**config.mk**
```make
export PLATFORM = sky130hd
export DESIGN_NAME = sdc_ctrl
export DESIGN_NICKNAME = d
export VERILOG_FILES = /design/src/core/sdc_pkg.sv /design/src/core/sdc_ctrl.sv
export SDC_FILE = /design/constraint.sdc
export NUM_CORES = 1
export LEC_CHECK = 0
export ABC_AREA = 1
export BUFFER_PORTS_ARGS = -buffer_cell sky130_fd_sc_hd__buf_2
export CAP_MARGIN = 20
export CORE_UTILIZATION = 55
export DETAILED_ROUTE_END_ITERATION = 16
export PLACE_DENSITY_LB_ADDON = 0.05
export REMOVE_ABC_BUFFERS = 1
export SLEW_MARGIN = 20
export SYNTH_ARGS = -nofsm -noshare
export SYNTH_HDL_FRONTEND = slang
export SYNTH_SLANG_ARGS = --single-unit
```
**constraint.sdc**
```tcl
create_clock -name I_REF_CLK -period 2.3 [get_ports I_REF_CLK]
set_input_delay 0.46 -clock I_REF_CLK [delete_from_list [all_inputs] [get_ports I_REF_CLK]]
set_output_delay 0.46 -clock I_REF_CLK [all_outputs]
set_load 0.01 [all_outputs]
```
**src/core/sdc_pkg.sv**
```systemverilog
// Constants, state types and register map of the screwdriver motor and charge controller
//======================================================================
// Behaviour
// - Drive the motor in unscrew direction while the unscrew button is held, screw direction while screw is held.
// - Outside tightening, power the motor drive down when no button or both buttons are pressed.
// - After screw drive stops, give five tightening pulses at 10 Hz within 500 ms, then power down.
// - Generate the motor PWM at about 50 kHz.
// - Adjust the motor duty from the load voltage comparator to hold the average bridge voltage.
// - Suppress the motor PWM while the motor current comparator is high.
// - Ignore the motor current comparator for a 3 us blanking delay at the start of each chopper cycle.
// - Allow motor operation only while the supply is above 3 V.
// - Light the motor-on lamp exactly while the motor is driven.
// - Hold the charge lamp on while charging and blink it once charging is done.
// - Start charge sequencing only with USB present, then pick the phase from the battery comparators.
// - Below 3 V precharge with the reference up/down control low, using the 160 mV entry.
// - When the low battery comparator goes high enter constant current with up/down high, using 1160 mV.
// - The reference file holds 29 in byte 0 and 4 in bytes 1 to 7, and software may change them.
// - Stay in constant current until the full voltage comparator shows 4.2 V, then go constant voltage.
// - When fully charged stop charging and raise the charge done sleep signal.
package sdc_pkg;
    //======================================================================
    // Timing
    localparam int CLK_HZ          = 25_000_000;
    localparam int CLK_PERIOD_NS   = 40;
    localparam int MOTOR_PWM_HZ    = 50_000;
    localparam int MOTOR_PWM_CYC   = CLK_HZ / MOTOR_PWM_HZ;
    localparam int BLANK_NS        = 3000;
    localparam int BLANK_CYC       = (BLANK_NS + CLK_PERIOD_NS - 1) / CLK_PERIOD_NS;
    localparam int TIGHTEN_HZ      = 10;
    localparam int TIGHTEN_PULSES  = 5;
    localparam int TIGHTEN_WIN_MS  = 500;
    localparam int TIGHTEN_CYC     = CLK_HZ / TIGHTEN_HZ;
    localparam int BLINK_HZ        = 2;
    localparam int BLINK_CYC       = CLK_HZ / BLINK_HZ;
    localparam int SLOW_W          = 24;

    //======================================================================
    // Motor duty loop
    localparam int         DUTY_W     = 9;
    localparam logic [8:0] DUTY_RESET = 9'h0fa;
    localparam logic [8:0] DUTY_MIN   = 9'h001;
    localparam logic [8:0] DUTY_MAX   = 9'(MOTOR_PWM_CYC - 1);
    localparam logic [8:0] BLANK_END  = 9'(BLANK_CYC);

    //======================================================================
    // Charge reference file
    localparam int         REF_BYTES     = 8;
    localparam logic [7:0] REF_CC_RESET  = 8'h1d;
    localparam logic [7:0] REF_PRE_RESET = 8'h04;

    //======================================================================
    // Register map, byte addresses
    localparam logic [7:0] ADDR_CTRL   = 8'h00;
    localparam logic [7:0] ADDR_STATUS = 8'h04;
    localparam logic [7:0] ADDR_REF_LO = 8'h08;
    localparam logic [7:0] ADDR_REF_HI = 8'h0c;
    localparam int         CTRL_MOTOR_EN  = 0;
    localparam int         CTRL_CHARGE_EN = 1;
    localparam logic [1:0] CTRL_RESET     = 2'h3;

    //======================================================================
    // States, Gray coded along the usual path
    typedef enum logic [2:0] {
        M_IDLE    = 3'b000,
        M_SCREW   = 3'b001,
        M_TIGHTEN = 3'b011,
        M_OFF     = 3'b010,
        M_UNSCREW = 3'b100
    } sdc_motor_st_t;

    typedef enum logic [2:0] {
        C_IDLE = 3'b000,
        C_PRE  = 3'b001,
        C_CC   = 3'b011,
        C_CV   = 3'b010,
        C_DONE = 3'b110
    } sdc_chg_st_t;
endpackage

```
**src/core/sdc_ctrl.sv**
```systemverilog
// Screwdriver motor drive and battery charge sequencer with APB registers
`timescale 1ns/100ps
`default_nettype none
module sdc_ctrl
    import sdc_pkg::*;
#(
    parameter int TIGHTEN_PERIOD_CYC = TIGHTEN_CYC,
    parameter int BLINK_PERIOD_CYC   = BLINK_CYC
) (
    // Clock, reset, enable
    input  wire logic        I_REF_CLK,
    input  wire logic        I_RST,
    input  wire logic        I_CLK_EN,
    // APB slave
    input  wire logic        I_PSEL,
    input  wire logic        I_PENABLE,
    input  wire logic        I_PWRITE,
    input  wire logic [7:0]  I_PADDR,
    input  wire logic [31:0] I_PWDATA,
    output logic      [31:0] O_PRDATA,
    output logic             O_PREADY,
    output logic             O_PSLVERR,
    // Buttons and motor comparators
    input  wire logic        I_UNSCREW_BUTTON,
    input  wire logic        I_SCREW_BUTTON,
    input  wire logic        I_MOTOR_CURRENT_COMPARATOR,
    input  wire logic        I_LOAD_VOLTAGE_HIGH,
    // Battery and charge comparators
    input  wire logic        I_USB_PRESENT,
    input  wire logic        I_LOW_BATTERY_COMPARATOR,
    input  wire logic        I_FULL_VOLTAGE_COMPARATOR,
    input  wire logic        I_CHARGE_CURRENT_COMPARATOR,
    // Motor bridge and lamps
    output logic             O_MOTOR_PWM_SCREW,
    output logic             O_MOTOR_PWM_UNSCREW,
    output logic             O_POWER_DOWN,
    output logic             O_MOTOR_ON_LAMP,
    output logic             O_CHARGE_LAMP,
    // Charge path
    output logic             O_CHARGE_REF_UP,
    output logic             O_CHARGE_REFERENCE_PWM,
    output logic             O_CHARGE_DONE_SLEEP
);

    //======================================================================
    // Register file
    logic [1:0]  ctrl;
    logic [1:0]  next_ctrl;
    logic [7:0]  ref_byte      [REF_BYTES];
    logic [7:0]  next_ref_byte [REF_BYTES];
    logic [31:0] next_prdata;
    logic        next_pready;
    logic        next_pslverr;
    logic        acc;
    logic        hit;

    sdc_motor_st_t m_st;
    sdc_motor_st_t next_m_st;
    sdc_chg_st_t   c_st;
    sdc_chg_st_t   next_c_st;
    logic [DUTY_W-1:0] duty;

    // Two cycle access keeps read data coming straight from a flop
    always_comb begin
        acc          = I_PSEL & I_PENABLE & ~O_PREADY;
        hit          = (I_PADDR == ADDR_CTRL) | (I_PADDR == ADDR_STATUS)
                     | (I_PADDR == ADDR_REF_LO) | (I_PADDR == ADDR_REF_HI);
        next_ctrl    = ctrl;
        next_ref_byte = ref_byte;
        next_pready  = acc;
        next_pslverr = acc & ~hit;
        next_prdata  = 32'h0;
        if (acc & I_PWRITE) begin
            case (I_PADDR)
                ADDR_CTRL: next_ctrl = I_PWDATA[1:0];
                ADDR_REF_LO: begin
                    for (int i = 0; i < 4; i++) begin
                        next_ref_byte[i] = I_PWDATA[8*i +: 8];
                    end
                end
                ADDR_REF_HI: begin
                    for (int i = 0; i < 4; i++) begin
                        next_ref_byte[i+4] = I_PWDATA[8*i +: 8];
                    end
                end
                default: next_ctrl = ctrl;
            endcase
        end
        if (acc & ~I_PWRITE) begin
            case (I_PADDR)
                ADDR_CTRL:   next_prdata = {30'h0, ctrl};
                ADDR_STATUS: next_prdata = {7'h0, duty, 9'h0, c_st, 1'b0, m_st};
                ADDR_REF_LO: next_prdata = {ref_byte[3], ref_byte[2], ref_byte[1], ref_byte[0]};
                ADDR_REF_HI: next_prdata = {ref_byte[7], ref_byte[6], ref_byte[5], ref_byte[4]};
                default:     next_prdata = 32'h0;
            endcase
        end
    end

    always_ff @(posedge I_REF_CLK) begin
        if (I_RST) begin
            ctrl      <= CTRL_RESET;
            O_PREADY  <= 1'b0;
            O_PSLVERR <= 1'b0;
            O_PRDATA  <= 32'h0;
            ref_byte[0] <= REF_CC_RESET;
            for (int i = 1; i < REF_BYTES; i++) begin
                ref_byte[i] <= REF_PRE_RESET;
            end
        end else if (I_CLK_EN) begin
            ctrl      <= next_ctrl;
            O_PREADY  <= next_pready;
            O_PSLVERR <= next_pslverr;
            O_PRDATA  <= next_prdata;
            ref_byte  <= next_ref_byte;
        end
    end

    //======================================================================
    // Motor PWM with duty loop and chopper
    logic [DUTY_W-1:0] pwm_cnt;
    logic [DUTY_W-1:0] next_pwm_cnt;
    logic [DUTY_W-1:0] next_duty;
    logic              pwm_wrap;
    logic              pwm_gated;

    always_comb begin
        pwm_wrap     = (pwm_cnt == DUTY_MAX);
        next_pwm_cnt = pwm_wrap ? '0 : pwm_cnt + 9'h001;
        next_duty    = duty;
        if (pwm_wrap) begin
            // One step per period keeps the loop slower than the integrator
            if (I_LOAD_VOLTAGE_HIGH && duty > DUTY_MIN) begin
                next_duty = duty - 9'h001;
            end else if (!I_LOAD_VOLTAGE_HIGH && duty < DUTY_MAX) begin
                next_duty = duty + 9'h001;
            end
        end
        // Current is checked only after the switching spike has settled
        pwm_gated = (pwm_cnt < duty)
                  & ~(I_MOTOR_CURRENT_COMPARATOR & (pwm_cnt >= BLANK_END));
    end

    always_ff @(posedge I_REF_CLK) begin
        if (I_RST) begin
            pwm_cnt <= '0;
            duty    <= DUTY_RESET;
        end else if (I_CLK_EN) begin
            pwm_cnt <= next_pwm_cnt;
            duty    <= next_duty;
        end
    end

    //======================================================================
    // Direction, hold-to-run and tightening
    logic [SLOW_W-1:0] tick;
    logic [SLOW_W-1:0] next_tick;
    logic [2:0]        pulses;
    logic [2:0]        next_pulses;
    logic              bat_ok;
    logic              only_u;
    logic              only_s;
    logic              tick_end;
    logic              tight_on;
    logic              drv_s;
    logic              drv_u;

    always_comb begin
        bat_ok      = I_LOW_BATTERY_COMPARATOR & ctrl[CTRL_MOTOR_EN];
        only_u      = I_UNSCREW_BUTTON & ~I_SCREW_BUTTON;
        only_s      = I_SCREW_BUTTON & ~I_UNSCREW_BUTTON;
        tick_end    = (tick == SLOW_W'(TIGHTEN_PERIOD_CYC - 1));
        tight_on    = (m_st == M_TIGHTEN) && (tick < SLOW_W'(TIGHTEN_PERIOD_CYC / 2));
        next_m_st   = m_st;
        next_tick   = '0;
        next_pulses = '0;
        case (m_st)
            M_IDLE: begin
                if (bat_ok && only_u) begin
                    next_m_st = M_UNSCREW;
                end else if (bat_ok && only_s) begin
                    next_m_st = M_SCREW;
                end
            end
            M_UNSCREW: begin
                if (!bat_ok || !only_u) begin
                    next_m_st = M_IDLE;
                end
            end
            M_SCREW: begin
                if (!bat_ok || I_UNSCREW_BUTTON) begin
                    next_m_st = M_IDLE;
                end else if (!I_SCREW_BUTTON) begin
                    next_m_st = M_TIGHTEN;
                end
            end
            M_TIGHTEN: begin
                next_tick   = tick_end ? '0 : tick + 1'b1;
                next_pulses = tick_end ? pulses + 3'h1 : pulses;
                if (!bat_ok) begin
                    next_m_st = M_IDLE;
                end else if (tick_end && pulses == 3'(TIGHTEN_PULSES - 1)) begin
                    next_m_st = M_OFF;
                end
            end
            M_OFF: begin
                // Stays powered down until a button wakes it
                if (I_UNSCREW_BUTTON || I_SCREW_BUTTON) begin
                    next_m_st = M_IDLE;
                end
            end
            default: next_m_st = M_IDLE;
        endcase
        drv_s = (m_st == M_SCREW) | tight_on;
        drv_u = (m_st == M_UNSCREW);
    end

    always_ff @(posedge I_REF_CLK) begin
        if (I_RST) begin
            m_st                <= M_IDLE;
            tick                <= '0;
            pulses              <= '0;
            O_MOTOR_PWM_SCREW   <= 1'b0;
            O_MOTOR_PWM_UNSCREW <= 1'b0;
            O_MOTOR_ON_LAMP     <= 1'b0;
            O_POWER_DOWN        <= 1'b1;
        end else if (I_CLK_EN) begin
            m_st                <= next_m_st;
            tick                <= next_tick;
            pulses              <= next_pulses;
            O_MOTOR_PWM_SCREW   <= drv_s & pwm_gated;
            O_MOTOR_PWM_UNSCREW <= drv_u & pwm_gated;
            O_MOTOR_ON_LAMP     <= drv_s | drv_u;
            O_POWER_DOWN        <= ~(drv_s | drv_u);
        end
    end

    //======================================================================
    // Charge sequencer and reference PWM
    logic [7:0]        ref_cnt;
    logic [SLOW_W-1:0] blink;
    logic [SLOW_W-1:0] next_blink;
    logic              chg_en;
    logic              ref_up;
    logic              charging;
    logic [7:0]        ref_val;

    always_comb begin
        chg_en    = I_USB_PRESENT & ctrl[CTRL_CHARGE_EN];
        next_c_st = c_st;
        case (c_st)
            C_IDLE: begin
                if (chg_en) begin
                    next_c_st = I_LOW_BATTERY_COMPARATOR ? C_CC : C_PRE;
                end
            end
            C_PRE: begin
                if (I_LOW_BATTERY_COMPARATOR) begin
                    next_c_st = C_CC;
                end
            end
            C_CC: begin
                if (I_FULL_VOLTAGE_COMPARATOR) begin
                    next_c_st = C_CV;
                end
            end
            C_CV: begin
                // Current has tapered below the low reference
                if (!I_CHARGE_CURRENT_COMPARATOR) begin
                    next_c_st = C_DONE;
                end
            end
            C_DONE:  next_c_st = C_DONE;
            default: next_c_st = C_IDLE;
        endcase
        if (!chg_en) begin
            next_c_st = C_IDLE;
        end
        ref_up     = (c_st == C_CC);
        ref_val    = ref_up ? ref_byte[0] : ref_byte[1];
        charging   = (c_st == C_PRE) | (c_st == C_CC) | (c_st == C_CV);
        next_blink = (c_st != C_DONE || blink == SLOW_W'(BLINK_PERIOD_CYC - 1)) ? '0 : blink + 1'b1;
    end

    always_ff @(posedge I_REF_CLK) begin
        if (I_RST) begin
            c_st                   <= C_IDLE;
            ref_cnt                <= '0;
            blink                  <= '0;
            O_CHARGE_REF_UP        <= 1'b0;
            O_CHARGE_REFERENCE_PWM <= 1'b0;
            O_CHARGE_LAMP          <= 1'b0;
            O_CHARGE_DONE_SLEEP    <= 1'b0;
        end else if (I_CLK_EN) begin
            c_st                   <= next_c_st;
            ref_cnt                <= ref_cnt + 8'h01;
            blink                  <= next_blink;
            O_CHARGE_REF_UP        <= ref_up;
            O_CHARGE_REFERENCE_PWM <= charging & (ref_cnt < ref_val);
            O_CHARGE_LAMP          <= charging
                                    | ((c_st == C_DONE) && blink < SLOW_W'(BLINK_PERIOD_CYC / 2));
            O_CHARGE_DONE_SLEEP    <= (c_st == C_DONE);
        end
    end

endmodule
`default_nettype wire

```
Word-level counts from Yosys, hierarchy flattened
Cells that the tools add are included.

word-level totals
  logic and storage cells = 147
  register bits = 191

operators by class
  equal/unequal tests = 25
  bitwise gates (word level) = 29
  multiplexer cells = 26
  order comparisons = 7
  $add $sub $neg = 7
  reduce and logical (&&, ||, !) cells = 25

operator list
  kind                     number
  $pmux W32 S4             1
  $mux W24                 3
  $add A24 B1 Y24 const B  2
  $mux W3                  14
  $mux W32                 1
  $pmux W3 S5              2
  $mux W9                  3
  $eq A24 B22 Y1 const B   1
  $eq A24 B24 Y1 const B   1
  $lt A24 B21 Y1 const B   1
  $lt A24 B23 Y1 const B   1
  $add A9 B1 Y9 const B    2
  $ne A3 B3 Y1 const B     6
  $eq A8 B4 Y1 const B     2
  $and A1 B1 Y1            14
  $eq A3 B2 Y1 const B     4
  $reduce_and A3 Y1        4
  $eq A3 B3 Y1 const B     3
  $eq A9 B9 Y1 const B     1
  $ge A9 B7 Y1 const B     1
  $gt A9 B1 Y1 const B     1
  $lt A9 B9 Y1             1
  $lt A9 B9 Y1 const B     1
  $sub A9 B1 Y9 const B    1
  21 further kinds         48

Logic depth before layout (Yosys ltp)
  depth after elaboration = 6
  mapped depth = 13

Least setup slack after synthesis
OpenSTA, ideal clock, no wires.

  path type = register to register
  start point = reg c_st[2]
  end point = reg O_CHARGE_REFERENCE_PWM
  data arrival time = 1.790 ns
  buffers on the path = 1
  stages on the path, launching flop included = 14
  setup slack = 0.440 ns
  data required time = 2.229 ns
  library setup time = 0.071 ns
  cell sequence = dfxtp_1 inv_1 nand3_1 clkbuf_1 nand2_1 o21ai_0 ha_1 nand2_1 nor2_1 nand2_1 nand4_1 a31oi_1 nand2_1 a21oi_1

on the way
  word-level cells in the longest chain between the ends = 4

ends and longest elaborated chain
  item                                                 RTL line                          text
  start, declared                                      sdc_ctrl.sv:59                    sdc_chg_st_t c_st;
  start signal, assigned                               sdc_ctrl.sv:295                   c_st <= next_c_st;
  $eq A3 B2 Y1 / $eq A3 B1 Y1 (equally long branches)  sdc_ctrl.sv:279, sdc_ctrl.sv:281
  $mux W8 / $or A1 B1 Y1 (equally long branches)       sdc_ctrl.sv:280, sdc_ctrl.sv:281
  $lt A8 B8 Y1 / $or A1 B1 Y1 (equally long branches)  sdc_ctrl.sv:299, sdc_ctrl.sv:281
  $and A1 B1 Y1 (*)                                    sdc_ctrl.sv:299                   O_CHARGE_REFERENCE_PWM <= charging & (ref_cnt < ref_val);
  end signal, assigned                                 sdc_ctrl.sv:299
  end, declared                                        sdc_ctrl.sv:41                    output logic O_CHARGE_REFERENCE_PWM,

Mark *: on every way between the ends. The rest lies on a longest branch, timed or not.
A chain may end at the register's enable or synchronous reset.

Worst setup path after layout
Same ends and word-level chain as after synthesis.

==> impl_metrics.csv <==
group,metric,value,unit
layout,utilization,64.51,%
route,num_vias,8948,
power_and_ir_drop,p_int,4982,uW
route,wl,24390,um
floorplan,initial_core_util,56.60,%
synthesis,syn_inst,1362,
placement,gp_congestion,0.8700,
power_and_ir_drop,pwr-share-seq,49.7,%
sta,skew,12.75,ps
synthesis,synth_warnings,0,
worst_setup_path,reg2reg_setup_slack,310,ps
synthesis,postSynthAreaPerCell,6.917,sq um
clock_tree,clock_latency,450,ps
route,first_pass_iters,5,
clock_tree,cts_tree,"done",
worst_setup_path,required,2670,ps
synthesis,yosysUniqueCellTypes,39,
sta,drv_slew,0,
floorplan,die_area,17660,sq um
power_and_ir_drop,p_leak,0.004562,uW
power_and_ir_drop,clkPwrFrac,43.8,%
power_and_ir_drop,switching_share,26.56,%
placement,hpwl,16870,um
global_routing,grt_max_degree,50,
sta,maxSlewHeadroom,51.01,%
synthesis,yosysSeqAreaShare,40.59,%
sta,tightestPinTransition,733.7,ps
layout,drive_above_1_share,13.46,%
global_routing,antenna_found_initial,1,
global_routing,grtUsageTotal,28.45,%
floorplan,die_x,132.9,um
layout,syn_to_final_growth,13.96,%
flow_run,maxCapViolCount,0,
min_path,min_path_type,"in2reg",
route,viasPerCell,5.336,
synthesis,netlist_area,9420,sq um
worst_setup_path,critPathLaunchType,"flop",
sta,tns,0,ps
route,drt_iter0_drc,591,
placement,portBuffers,95,
clock_tree,postCtsHoldBufs,0,
clock_tree,root_buffer,"clkbuf_16",
floorplan,fp.dieH,132.9,um
clock_tree,numCtsBuffers,17,
layout,nets,1521,
power_and_ir_drop,ir_drop,0.0005678,V
route,wl_per_cell,14.54,um
sta,hold_violations,0,
sta,fin_crit_sh,86.58,%
clock_tree,htreeDepth,4,
power_and_ir_drop,p_switching,1802,uW
sta,rsz0062_at_grt,"no",
global_routing,grt_pass1_wl,40370,um
clock_tree,clk_path_buf_depth,2,
floorplan,core,16640,sq um
clock_tree,clk_pin_slew,80,ps
sta,final-setup-viol-count,0,
status,status,"finished clean",
power_and_ir_drop,power.density,632.0,nW/um^2
worst_setup_path,cp-end-kind,"flop",
floorplan,num_io_pins,96,
power_and_ir_drop,power_frac_comb,6.4,%
sta,fmax,502.2,MHz
worst_setup_path,r2r_cells,11,
route,drc,0,
floorplan,row_count,47,
clock_tree,cts_setup_buffers,0,
sta,layout_min_cycle_time,1991,ps
synthesis,synth_seq_cells,191,
clock_tree,clock_sinks,191,
min_path,hold_depth,3,
worst_setup_path,timing_worst_setup_path_type,"reg2reg",
worst_setup_path,worst-path-max-fanout,17,
global_routing,overflow,0,
worst_setup_path,crit_arrival,2360,ps
global_routing,first_global_vias,8227,
route,ant_nets,0,
## synth_stat cells
| cell | n | area [sq um] |
|---|---|---|
| nand2_1 | 310 | 1164 |
| nor2_1 | 217 | 814.5 |
| dfxtp_1 | 191 | 3824 |
| inv_1 | 101 | 379.1 |
| a21oi_1 | 87 | 435.4 |
| nand3_1 | 85 | 425.4 |
| o21ai_0 | 61 | 305.3 |
| o21ai_1 | 39 | 195.2 |
| nor3_1 | 37 | 185.2 |
| xor2_1 | 36 | 315.3 |
| o211ai_1 | 29 | 217.7 |
| buf_2 | 27 | 135.1 |
| clkbuf_1 | 26 | 97.59 |
| ha_1 | 24 | 300.3 |
| nand4_1 | 18 | 112.6 |
| inv_2 | 17 | 63.81 |
| nor3b_1 | 10 | 75.07 |
| nor2_2 | 8 | 50.05 |
| xnor2_1 | 5 | 43.79 |
| nor4_1 | 4 | 25.02 |
| buf_1 | 3 | 11.26 |
| nand3_2 | 3 | 30.03 |
| nor3_2 | 3 | 30.03 |
| or2_2 | 3 | 18.77 |
| a31oi_1 | 2 | 12.51 |
| nor2_4 | 2 | 22.52 |
| o21bai_1 | 2 | 15.01 |
| a211oi_1 | 1 | 7.510 |
| buf_4 | 1 | 7.510 |
| buf_6 | 1 | 11.26 |
| nand2_2 | 1 | 6.260 |
| nand4_2 | 1 | 12.51 |
| nor3_4 | 1 | 16.27 |
| nor3b_2 | 1 | 12.51 |
| o211a_1 | 1 | 10.01 |
| o21a_1 | 1 | 7.510 |
| o22ai_1 | 1 | 6.260 |
| o31ai_2 | 1 | 12.51 |
| or2_0 | 1 | 6.260 |
## registers in the layout, summed over array words and instances, names as in the netlist
name	flops
O_CHARGE_LAMP	1
pwm_cnt	9
ref_cnt	8
O_PSLVERR	1
m_st	3
O_PREADY	1
O_POWER_DOWN	1
blink	24
duty	9
tick	24
O_CHARGE_REFERENCE_PWM	1
O_MOTOR_PWM_SCREW	1
O_PRDATA	32
O_CHARGE_REF_UP	1
pulses	3
ref_byte	64
O_CHARGE_DONE_SLEEP	1
O_MOTOR_PWM_UNSCREW	1
O_MOTOR_ON_LAMP	1
c_st	3
ctrl	2
## logic make-up after synthesis
kind of cell	share of synthesized area, %
AND/OR/NAND/NOR	31.92
AO/OA/AOI/OAI	13.00
flip-flops	40.59
buffers and inverters	7.491
XOR/XNOR	3.812
adder cells (fa/ha/maj)	3.188
## cells in the final DEF (no fill, tap or decap), drive strengths merged
cell,n
nand2,311
nor2,227
dfxtp,191
inv,126
buf,120
o21ai,100
nand3,88
a21oi,87
nor3,41
xor2,36
o211ai,29
ha,24
nand4,19
clkbuf,18
nor3b,11
clkinv,6
xnor2,5
nor4,4
or2,4
o21bai,2
a31oi,2
diode,1
o31ai,1
o22ai,1
o211a,1
o21a,1
a211oi,1
## through the flow
step / instance area (sq um) / worst slack (ps) / power, uW / cells / hold WS [ps]
6_report: 10740 / 308.8 / 6784 / 1677 / 245.0
2_1_floorplan: 9158 / -604.5 / 3678 / 1304 / 426.6
3_5_place_dp: 10130 / 151.2 / 3882 / 1644 / 442.1
5_1_grt: 10740 / 37.90 / 7037 / 1677 / 239.1
3_3_place_gp: 10130 / 272.1 / 3876 / 1644 / 435.5
4_1_cts: 10730 / 133.7 / 6828 / 1676 / 234.2
## layer usage
metal | vias up | wire length [um] | share of wire (%) | track usage [%]
li1 | 4591 | - | - | -
met1 | 4122 | 11560 | 47 | 37.42
met2 | 211 | 11490 | 47 | 47.76
met3 | 24 | 1021 | 4.2 | 4.253
met4 | 0 | 318 | 1.3 | 9.068
met5 | - | 0 | 0 | 0
## path summary, 6_finish.rpt
path                                   start                endpoint
worst max-delay path                 c_st[2]  O_CHARGE_REFERENCE_PWM
worst min-delay path            I_PWDATA[21]            ref_byte[45]
worst max register to register       c_st[2]  O_CHARGE_REFERENCE_PWM
worst min register to register  ref_byte[37]            ref_byte[37]
## area by class of cell
class / instances / area (sq um)
Antenna cell: 1 / 2.502
Sequential cell: 191 / 3824
Inverter: 118 / 442.9
Clock inverter: 14 / 162.7
Tap cell: 220 / 275.3
Timing Repair Buffer: 120 / 688.2
Clock buffer: 18 / 439.2
Multi-Input combinational cell: 995 / 4901
Fill cell: 1565 / 5907
## worst max-delay path, stage by stage (launching register included)
cell and delay (ps):
dfxtp_1 330, inv_1 180, nand3_2 270, o21ai_0 260, ha_1 290, nand2_1 90
nor2_1 40, nand2_1 40, nand4_1 70, a31oi_1 150, nand2_1 70, a21oi_1 120
## repair_timing
item                                    in CTS  in global routing
resized for setup                            0                  1
endpoints found under the hold margin        0                  0
endpoints found under the setup margin       0                  1
## power groups by stage
stage	Sequential, uW	Clock, uW	Combinational, uW
global route	3380	3170	486
floorplan	3450	0	229
global placement	3450	0	427
finish	3370	2970	436
detailed placement	3450	0	431
CTS	3370	3020	433
No activity file was read; power rests on OpenSTA's default activity.
